<file path="src/common/hpm_regs.svh">
`ifndef HPM_REGS_SVH
`define HPM_REGS_SVH

// ==========================================
// register byte offsets
`define HPM_ADDR_STATUS 8'h00
`define HPM_ADDR_MASK 8'h04
`define HPM_ADDR_CTRL 8'h08
`define HPM_ADDR_MODE 8'h0C

// ==========================================
// interface select codes
`define HPM_BIS_MUX 2'h0
`define HPM_BIS_NONMUX 2'h1
`define HPM_BIS_SERIAL 2'h2
`define HPM_BIS_HW 2'h3

// ==========================================
// field layout and reset values
`define HPM_STAT_W 5
`define HPM_ALARM_W 4
`define HPM_STAT_STRAP 4
`define HPM_CTRL_INTEN 0
`define HPM_STAT_RST 5'h00
`define HPM_MASK_RST 5'h00
`define HPM_INTEN_RST 1'h1

// ==========================================
// synchroniser bit positions
`define HPM_SY_W 17
`define HPM_SY_AD_HI 7
`define HPM_SY_BIS_HI 9
`define HPM_SY_BIS_LO 8
`define HPM_SY_TST 10
`define HPM_SY_A5 11
`define HPM_SY_A4 12
`define HPM_SY_TM1 13
`define HPM_SY_TM2 14
`define HPM_SY_TCS1 15
`define HPM_SY_INT 16

`endif

</file>
<file path="src/common/hpm_pkg.sv">
`include "hpm_regs.svh"

package hpm_pkg;

  // ==========================================
  // whole state of the pin mux
  typedef struct packed {
    logic [`HPM_SY_W-1:0] sync1;
    logic [`HPM_SY_W-1:0] sync2;
    logic [`HPM_SY_W-1:0] sync3;
    logic [`HPM_STAT_W-1:0] status;
    logic [`HPM_STAT_W-1:0] mask;
    logic int_en;
    logic [1:0] iface;
    logic [7:0] ad_out;
    logic [7:0] ad_oe;
    logic int_n_val;
    logic int_n_oe;
    logic [31:0] hrdata;
    logic ready;
    logic resp;
    logic dp_wr;
    logic [7:0] dp_addr;
    logic rx_term;
    logic tx_term;
    logic [2:0] rx_mode;
    logic [2:0] tx_mode;
    logic tx_sync_fn;
    logic rx_sync_fn;
    logic [1:0] tx_clk_src;
    logic jitter_clk;
    logic [7:0] bus_data;
    logic sclk_sample;
    logic sclk_shift;
    logic mosi;
  } hpm_state_t;

endpackage

</file>
<file path="src/hpm_pin_mux.sv">
`timescale 1ns/1ps
`default_nettype none
`include "hpm_regs.svh"

// Notes on behaviour
// - outside hardware mode, interrupt pin pulled low, open drain, while an unmasked event is pending
// - rising edge of tristate/reset pin restores register defaults
// - tristate/reset high releases every driven pin; host keeps it low normally
// - interface select: 00 mux, 01 nonmux, 10 serial, 11 hardware mode
// - nonmux mode: shared pins are data bits 7..0
// - mux mode: shared pins are time shared address/data bits 7..0
// - hardware mode: shared bit 7 disables rx termination, bit 6 tx termination
// - hardware mode: rx mode bits 1,0,2 from shared bits 5,4,1
// - hardware mode: tx mode bits 1,2 from dedicated bits 1,2, bit 0 from the a5_cpol_in pin
// - hardware mode: shared bit 3 picks tx sync function, bit 2 rx sync
// - serial mode: clock on bit 2, data in on bit 1, data out on bit 0
// - hardware mode: tx clock source from shared bit 0 and a dedicated bit 1 input
// - serial mode: address pins strap clock polarity and phase
module hpm_pin_mux
  import hpm_pkg::*;
(
  input wire logic clk,
  input wire logic reset,
  input wire logic hsel,
  input wire logic [31:0] haddr,
  input wire logic [1:0] htrans,
  input wire logic hwrite,
  input wire logic [2:0] hsize,
  input wire logic [31:0] hwdata,
  input wire logic hready,
  output logic hreadyout,
  output logic hresp,
  output logic [31:0] hrdata,
  input wire logic [7:0] ad_in,
  output logic [7:0] ad_out,
  output logic [7:0] ad_oe,
  input wire logic int_n_in,
  output logic int_n_out,
  output logic int_n_oe,
  input wire logic [1:0] bus_iface_sel,
  input wire logic tristate_reset_pin,
  input wire logic a5_cpol_in,
  input wire logic a4_cpha_in,
  input wire logic tx_mode_sel_b1,
  input wire logic tx_mode_sel_b2,
  input wire logic tx_clk_src_sel_b1,
  input wire logic [7:0] par_rd_data,
  input wire logic par_drive,
  input wire logic spi_miso,
  input wire logic [`HPM_ALARM_W-1:0] alarm_evt,
  output logic [1:0] iface_mode,
  output logic [7:0] bus_data,
  output logic spi_sclk_sample,
  output logic spi_sclk_shift,
  output logic spi_mosi,
  output logic rx_term_disable,
  output logic tx_term_disable,
  output logic [2:0] rx_mode_sel,
  output logic [2:0] tx_mode_sel,
  output logic tx_sync_fn_sel,
  output logic rx_sync_fn_sel,
  output logic [1:0] tx_clk_src_sel,
  output logic jitter_clk_sel
);

  hpm_state_t s;
  hpm_state_t n;
  logic [`HPM_SY_W-1:0] pins;
  logic tst;
  logic tst_rise;
  logic [1:0] bis;
  logic ap;
  logic [`HPM_STAT_W-1:0] rd_clr;
  logic [`HPM_STAT_W-1:0] evt;
  logic sclk_rise;
  logic sclk_fall;
  logic lead;
  logic trail;
  logic irq;

  assign pins = {int_n_in, tx_clk_src_sel_b1, tx_mode_sel_b2, tx_mode_sel_b1,
                 a4_cpha_in, a5_cpol_in, tristate_reset_pin, bus_iface_sel, ad_in};

  // ==========================================
  // next state
  always_comb begin
    n = s;
    n.sync1 = pins;
    n.sync2 = s.sync1;
    n.sync3 = s.sync2;
    tst = s.sync2[`HPM_SY_TST];
    tst_rise = tst & ~s.sync3[`HPM_SY_TST];
    bis = s.sync2[`HPM_SY_BIS_HI:`HPM_SY_BIS_LO];
    n.iface = bis;
    n.bus_data = s.sync2[`HPM_SY_AD_HI:0];
    n.ready = 1'b1;
    n.resp = 1'b0;
    n.int_n_val = 1'b0;
    // bus address phase
    ap = hsel & htrans[1] & hready;
    n.dp_wr = ap & hwrite;
    n.dp_addr = haddr[7:0];
    n.hrdata = 32'h0000_0000;
    rd_clr = '0;
    if (ap && !hwrite) begin
      unique case (haddr[7:0])
        `HPM_ADDR_STATUS: begin
          n.hrdata = {27'h0000000, s.status};
          rd_clr = s.status;
        end
        `HPM_ADDR_MASK: n.hrdata = {27'h0000000, s.mask};
        `HPM_ADDR_CTRL: n.hrdata = {31'h00000000, s.int_en};
        `HPM_ADDR_MODE: n.hrdata = {17'h00000, s.tx_clk_src, s.rx_sync_fn, s.tx_sync_fn,
                                    s.tx_mode, s.rx_mode, s.tx_term, s.rx_term, tst, s.iface};
        default: n.hrdata = 32'h0000_0000;
      endcase
    end
    // sticky events, set beats the read clear
    evt = {(bis != s.sync3[`HPM_SY_BIS_HI:`HPM_SY_BIS_LO]) & ~tst, alarm_evt};
    n.status = (s.status & ~rd_clr) | evt;
    if (s.dp_wr) begin
      unique case (s.dp_addr)
        `HPM_ADDR_MASK: n.mask = hwdata[`HPM_STAT_W-1:0];
        `HPM_ADDR_CTRL: n.int_en = hwdata[`HPM_CTRL_INTEN];
        default: n.int_en = s.int_en;
      endcase
    end
    if (tst_rise) begin
      n.status = `HPM_STAT_RST;
      n.mask = `HPM_MASK_RST;
      n.int_en = `HPM_INTEN_RST;
    end
    // serial clock edges, polarity and phase strapped on address pins
    sclk_rise = s.sync2[2] & ~s.sync3[2];
    sclk_fall = ~s.sync2[2] & s.sync3[2];
    lead = s.sync2[`HPM_SY_A5] ? sclk_fall : sclk_rise;
    trail = s.sync2[`HPM_SY_A5] ? sclk_rise : sclk_fall;
    // pin roles per interface
    n.ad_oe = 8'h00;
    n.ad_out = 8'h00;
    n.sclk_sample = 1'b0;
    n.sclk_shift = 1'b0;
    n.mosi = 1'b0;
    n.rx_term = 1'b0;
    n.tx_term = 1'b0;
    n.rx_mode = 3'h0;
    n.tx_mode = 3'h0;
    n.tx_sync_fn = 1'b0;
    n.rx_sync_fn = 1'b0;
    n.tx_clk_src = 2'h0;
    n.jitter_clk = 1'b0;
    unique case (s.iface)
      `HPM_BIS_MUX, `HPM_BIS_NONMUX: begin
        n.ad_oe = {8{par_drive}};
        n.ad_out = par_rd_data;
      end
      `HPM_BIS_SERIAL: begin
        n.ad_oe = 8'h01;
        n.ad_out = {7'h00, spi_miso};
        n.mosi = s.sync2[1];
        n.sclk_sample = s.sync2[`HPM_SY_A4] ? trail : lead;
        n.sclk_shift = s.sync2[`HPM_SY_A4] ? lead : trail;
      end
      `HPM_BIS_HW: begin
        n.rx_term = s.sync2[7];
        n.tx_term = s.sync2[6];
        n.rx_mode = {s.sync2[1], s.sync2[5], s.sync2[4]};
        n.tx_mode = {s.sync2[`HPM_SY_TM2], s.sync2[`HPM_SY_TM1], s.sync2[`HPM_SY_A5]};
        n.tx_sync_fn = s.sync2[3];
        n.rx_sync_fn = s.sync2[2];
        n.tx_clk_src = {s.sync2[`HPM_SY_TCS1], s.sync2[0]};
        n.jitter_clk = s.sync2[`HPM_SY_INT];
      end
    endcase
    irq = (|(s.status & s.mask)) & s.int_en;
    n.int_n_oe = irq & (s.iface != `HPM_BIS_HW);
    if (tst) begin
      n.ad_oe = 8'h00;
      n.int_n_oe = 1'b0;
    end
  end

  // ==========================================
  // state register
  always_ff @(posedge clk or posedge reset) begin
    if (reset) begin
      s <= '0;
      s.ready <= 1'b1;
      s.int_en <= `HPM_INTEN_RST;
    end else begin
      s <= n;
    end
  end

  // ==========================================
  // outputs
  assign hreadyout = s.ready;
  assign hresp = s.resp;
  assign hrdata = s.hrdata;
  assign ad_out = s.ad_out;
  assign ad_oe = s.ad_oe;
  assign int_n_out = s.int_n_val;
  assign int_n_oe = s.int_n_oe;
  assign iface_mode = s.iface;
  assign bus_data = s.bus_data;
  assign spi_sclk_sample = s.sclk_sample;
  assign spi_sclk_shift = s.sclk_shift;
  assign spi_mosi = s.mosi;
  assign rx_term_disable = s.rx_term;
  assign tx_term_disable = s.tx_term;
  assign rx_mode_sel = s.rx_mode;
  assign tx_mode_sel = s.tx_mode;
  assign tx_sync_fn_sel = s.tx_sync_fn;
  assign rx_sync_fn_sel = s.rx_sync_fn;
  assign tx_clk_src_sel = s.tx_clk_src;
  assign jitter_clk_sel = s.jitter_clk;
endmodule

`default_nettype wire

</file>
<file path="config.mk">
export PLATFORM = sky130hd
export DESIGN_NAME = hpm_pin_mux
export DESIGN_NICKNAME = d
export VERILOG_FILES = /design/src/common/hpm_pkg.sv /design/src/hpm_pin_mux.sv
export VERILOG_INCLUDE_DIRS = /design/src /design/src/common
export SDC_FILE = /design/constraint.sdc
export NUM_CORES = 1
export LEC_CHECK = 0
export BUFFER_PORTS_ARGS = -buffer_cell sky130_fd_sc_hd__clkbuf_2
export CORE_MARGIN = 1.5
export CORE_UTILIZATION = 50
export CTS_BUF_LIST = sky130_fd_sc_hd__clkbuf_16
export CTS_CLUSTER_SIZE = 40
export DETAILED_ROUTE_END_ITERATION = 8
export PLACE_DENSITY = 0.85
export SLEW_MARGIN = 20
export SYNTH_ARGS = -nofsm -noshare
export SYNTH_HDL_FRONTEND = slang
export SYNTH_SLANG_ARGS = --single-unit
</file>
<file path="constraint.sdc">
create_clock -name clk -period 6.8 [get_ports clk]
set_clock_uncertainty 0.15 [all_clocks]
set_input_delay 0.68 -clock clk [delete_from_list [all_inputs] [get_ports clk]]
set_output_delay 0.68 -clock clk [all_outputs]
set_load 0.005 [all_outputs]
</file>
==> out/results.ini <==
[cts]
clkTransAtPathRegs_ns=0.07
post_cts_buffers=0
htreeDepth=3
cts_tree=done
cts_root_buf=clkbuf_16
cts.repair.resized=0
cts_hold_buf=0
cts_buffer_depth=2
clk_latency_ns=0.33
cts_inserted_buffers=9
cts.sinks=107

[sta]
rsz0062_at_grt=false
max_clock_freq_ghz=0.435
min_period_ns=2.30
relSlewSlack=0.448
final-setup-viol-count=0
finalHoldViolCount=0
worstMarginPinSlew_ns=0.828
fin_crit_sh=0.338
fin_tns_setup_ns=0
maxSlewViolCount=0

[die]
die-area_sq_um=8460
initial_core_util=0.515
die_y_um=92.0
fp.coreArea_sq_um=7690
die_x_um=92.0
rows=32
ios=183

[route]
avgViaCountPerCell=4.54
via_count=2097
first_iter_violations=130
ant_nets=0
drc=0
firstDrtPassIters=4
routed_wl_mm=6.37
wl_per_cell_um=13.8

[power_and_ir_drop]
p_leak_nw=2.36
power_density_nw_per_um2=273
ir_drop_v=0.000178

[finish]
drive_above_1_share=0.367
multi_input_area_sq_um=793
nFillCells=657
nets=460
regArea_sq_um=2680
design_area_sq_um=4430
num_antenna_cells=0
area_delta_synth_final_pct=11.9

[synthesis]
synthCells=292
syn_area_per_cell_sq_um=13.6
synth_area_leaders=dfrtp_1, buf_4, and3_1
yosys_warnings=0
yosys.area.top_type=dfrtp_1
netlist_area_sq_um=3960
synth.distinct_cells=33
ys_seq_area_frac=0.677
synth_top_cell_area_share=0.670
ys_ff_latch=107

[setup_path]
crit_fanout=27
reg2reg_depth=4
startpoint_type=flip-flop
cp_data_arrival_time_ns=1.47
endpoint_kind=primary output
path_depth=1
crit_family=flip-flops
rrSetupSlack_ns=5.20
cp_slowest_stage_delay_ns=0.88
path_cells=clkbuf_2
cp.required_ns=5.97
path_buf_inv=1
crit_type=flip-flop to primary output
crit_path_top_delay_cell=dfrtp_1

[worst_hold_path]
hold_depth=0
hp-class=flip-flop to flip-flop

[global_route]
grt_pass1_vias=2063
grt_pass1_wl_mm=10.3
antenna_found_initial=0
grt_overflow_total=0
grt_start_max_net_pins=62
grt_usage=0.162

[placed_design]
gp_congestion=0.819
port_buffers=107
place_area_sq_um=4160
dp_hpwl_mm=4.59

[status]
status=finished clean

[run]
cap_violations=0

## cell usage in the layout (no fill, tap or decap), drive strengths merged, types with 2 or more instances in the layout
master / instances
a21oi: 6
a31oi: 3
conb: 20
nor2b: 13
and2: 11
nand2: 5
nand4: 3
a22o: 5
and3: 13
o21ai: 3
nor2: 20
xor2: 3
clkbuf: 116
dfrtp: 106
nor4: 2
clkinvlp: 2
mux2i: 6
nand2b: 3
inv: 5
clkinv: 4
## registers in the layout (all words and copies together) (netlist names)
signal / flops
rx_sync_fn_sel: 1
spi_sclk_sample: 1
rx_mode_sel: 3
bis: 2
spi_sclk_shift: 1
tx_mode_sel: 3
bus_data: 7
iface_mode: 1
int_n_oe: 1
s: 23
hrdata: 15
ad_out: 8
tx_sync_fn_sel: 1
ad_oe: 2
tx_clk_src_sel: 2
jitter_clk_sel: 1
n: 32
spi_mosi: 1
tx_term_disable: 1
rx_term_disable: 1
## layout make-up
class / instances / share of cell area
multi-input combinational: 125 / 0.179
sequential: 107 / 0.604
clock buffer: 9 / 0.0508
timing repair buffer: 108 / 0.123
tap: 102 / 0.0288
inverter: 4 / 0.00395
clock inverter: 7 / 0.0104
## power breakdown
| group | internal, mW | leakage [nW] | switching (mW) |
|---|---|---|---|
| clock | 0.247 | 0.133 | 0.220 |
| combinational | 0.0293 | 0.889 | 0.0371 |
| sequential | 0.662 | 1.34 | 0.0157 |
| total | 0.938 | 2.36 | 0.273 |
## through the flow
| step | util | setup slack, ns | instances | total power [mW] | hold WS (ns) |
|---|---|---|---|---|---|
| 6_report | 0.576 | 4.50 | 462 | 1.21 | 0.197 |
| 3_5_place_dp | 0.541 | 4.65 | 446 | 0.758 | 0.185 |
| 3_3_place_gp | 0.541 | 4.71 | 446 | 0.755 | 0.181 |
| 5_1_grt | 0.576 | 4.37 | 462 | 1.26 | 0.202 |
| 2_1_floorplan | - | 3.15 | 310 | 0.741 | 0.181 |
| 4_1_cts | 0.576 | 4.45 | 462 | 1.22 | 0.194 |
## worst paths after layout
kind | start | end
worst max-delay path | s[107] | iface_mode[1]
worst min-delay path | n[118] | n[6]
worst max register to register | s[25] | s[92]
worst min register to register | n[118] | n[6]
max in group asynchronous | reset | n[108]
min in group asynchronous | reset | ad_oe[6]
## logic make-up after synthesis
family | share of synthesized area
muxes | 0.0209
AOI/OAI and AO/OA | 0.0357
xor gates and xnor gates | 0.00664
DFF | 0.677
other | 0.00190
buffers and inverters | 0.140
and+or+nand+nor | 0.118
## metal layers
| metal | track usage | up-vias | share of wire |
|---|---|---|---|
| met4 | 0.0782 | 0 | 0.022 |
| li1 | - | 988 | - |
| met3 | 0.0340 | 12 | 0.046 |
| met1 | 0.207 | 1025 | 0.41 |
| met2 | 0.265 | 72 | 0.52 |
| met5 | 0 | - | 0 |
## Yosys cell counts
cell	count
clkbuf_1	3
nand4_1	3
nor2_4	1
conb_1	2
and2_1	11
a22o_1	5
nor3_1	1
nor2b_4	1
nor4_4	2
and3_1	13
nand3b_1	1
nor2b_1	12
inv_1	4
o22a_1	1
xor2_1	3
mux4_2	1
dfstp_2	1
a22oi_1	1
a222oi_1	1
buf_2	2
nor2_2	1
a31oi_1	3
nor2_1	18
mux2i_1	6
nand2_1	5
a21oi_1	6
nand4b_4	1
and4_1	1
o211ai_1	1
nand2b_1	3
o21ai_0	3
dfrtp_1	106
buf_4	69
No activity file was read; power rests on OpenSTA's default activity.
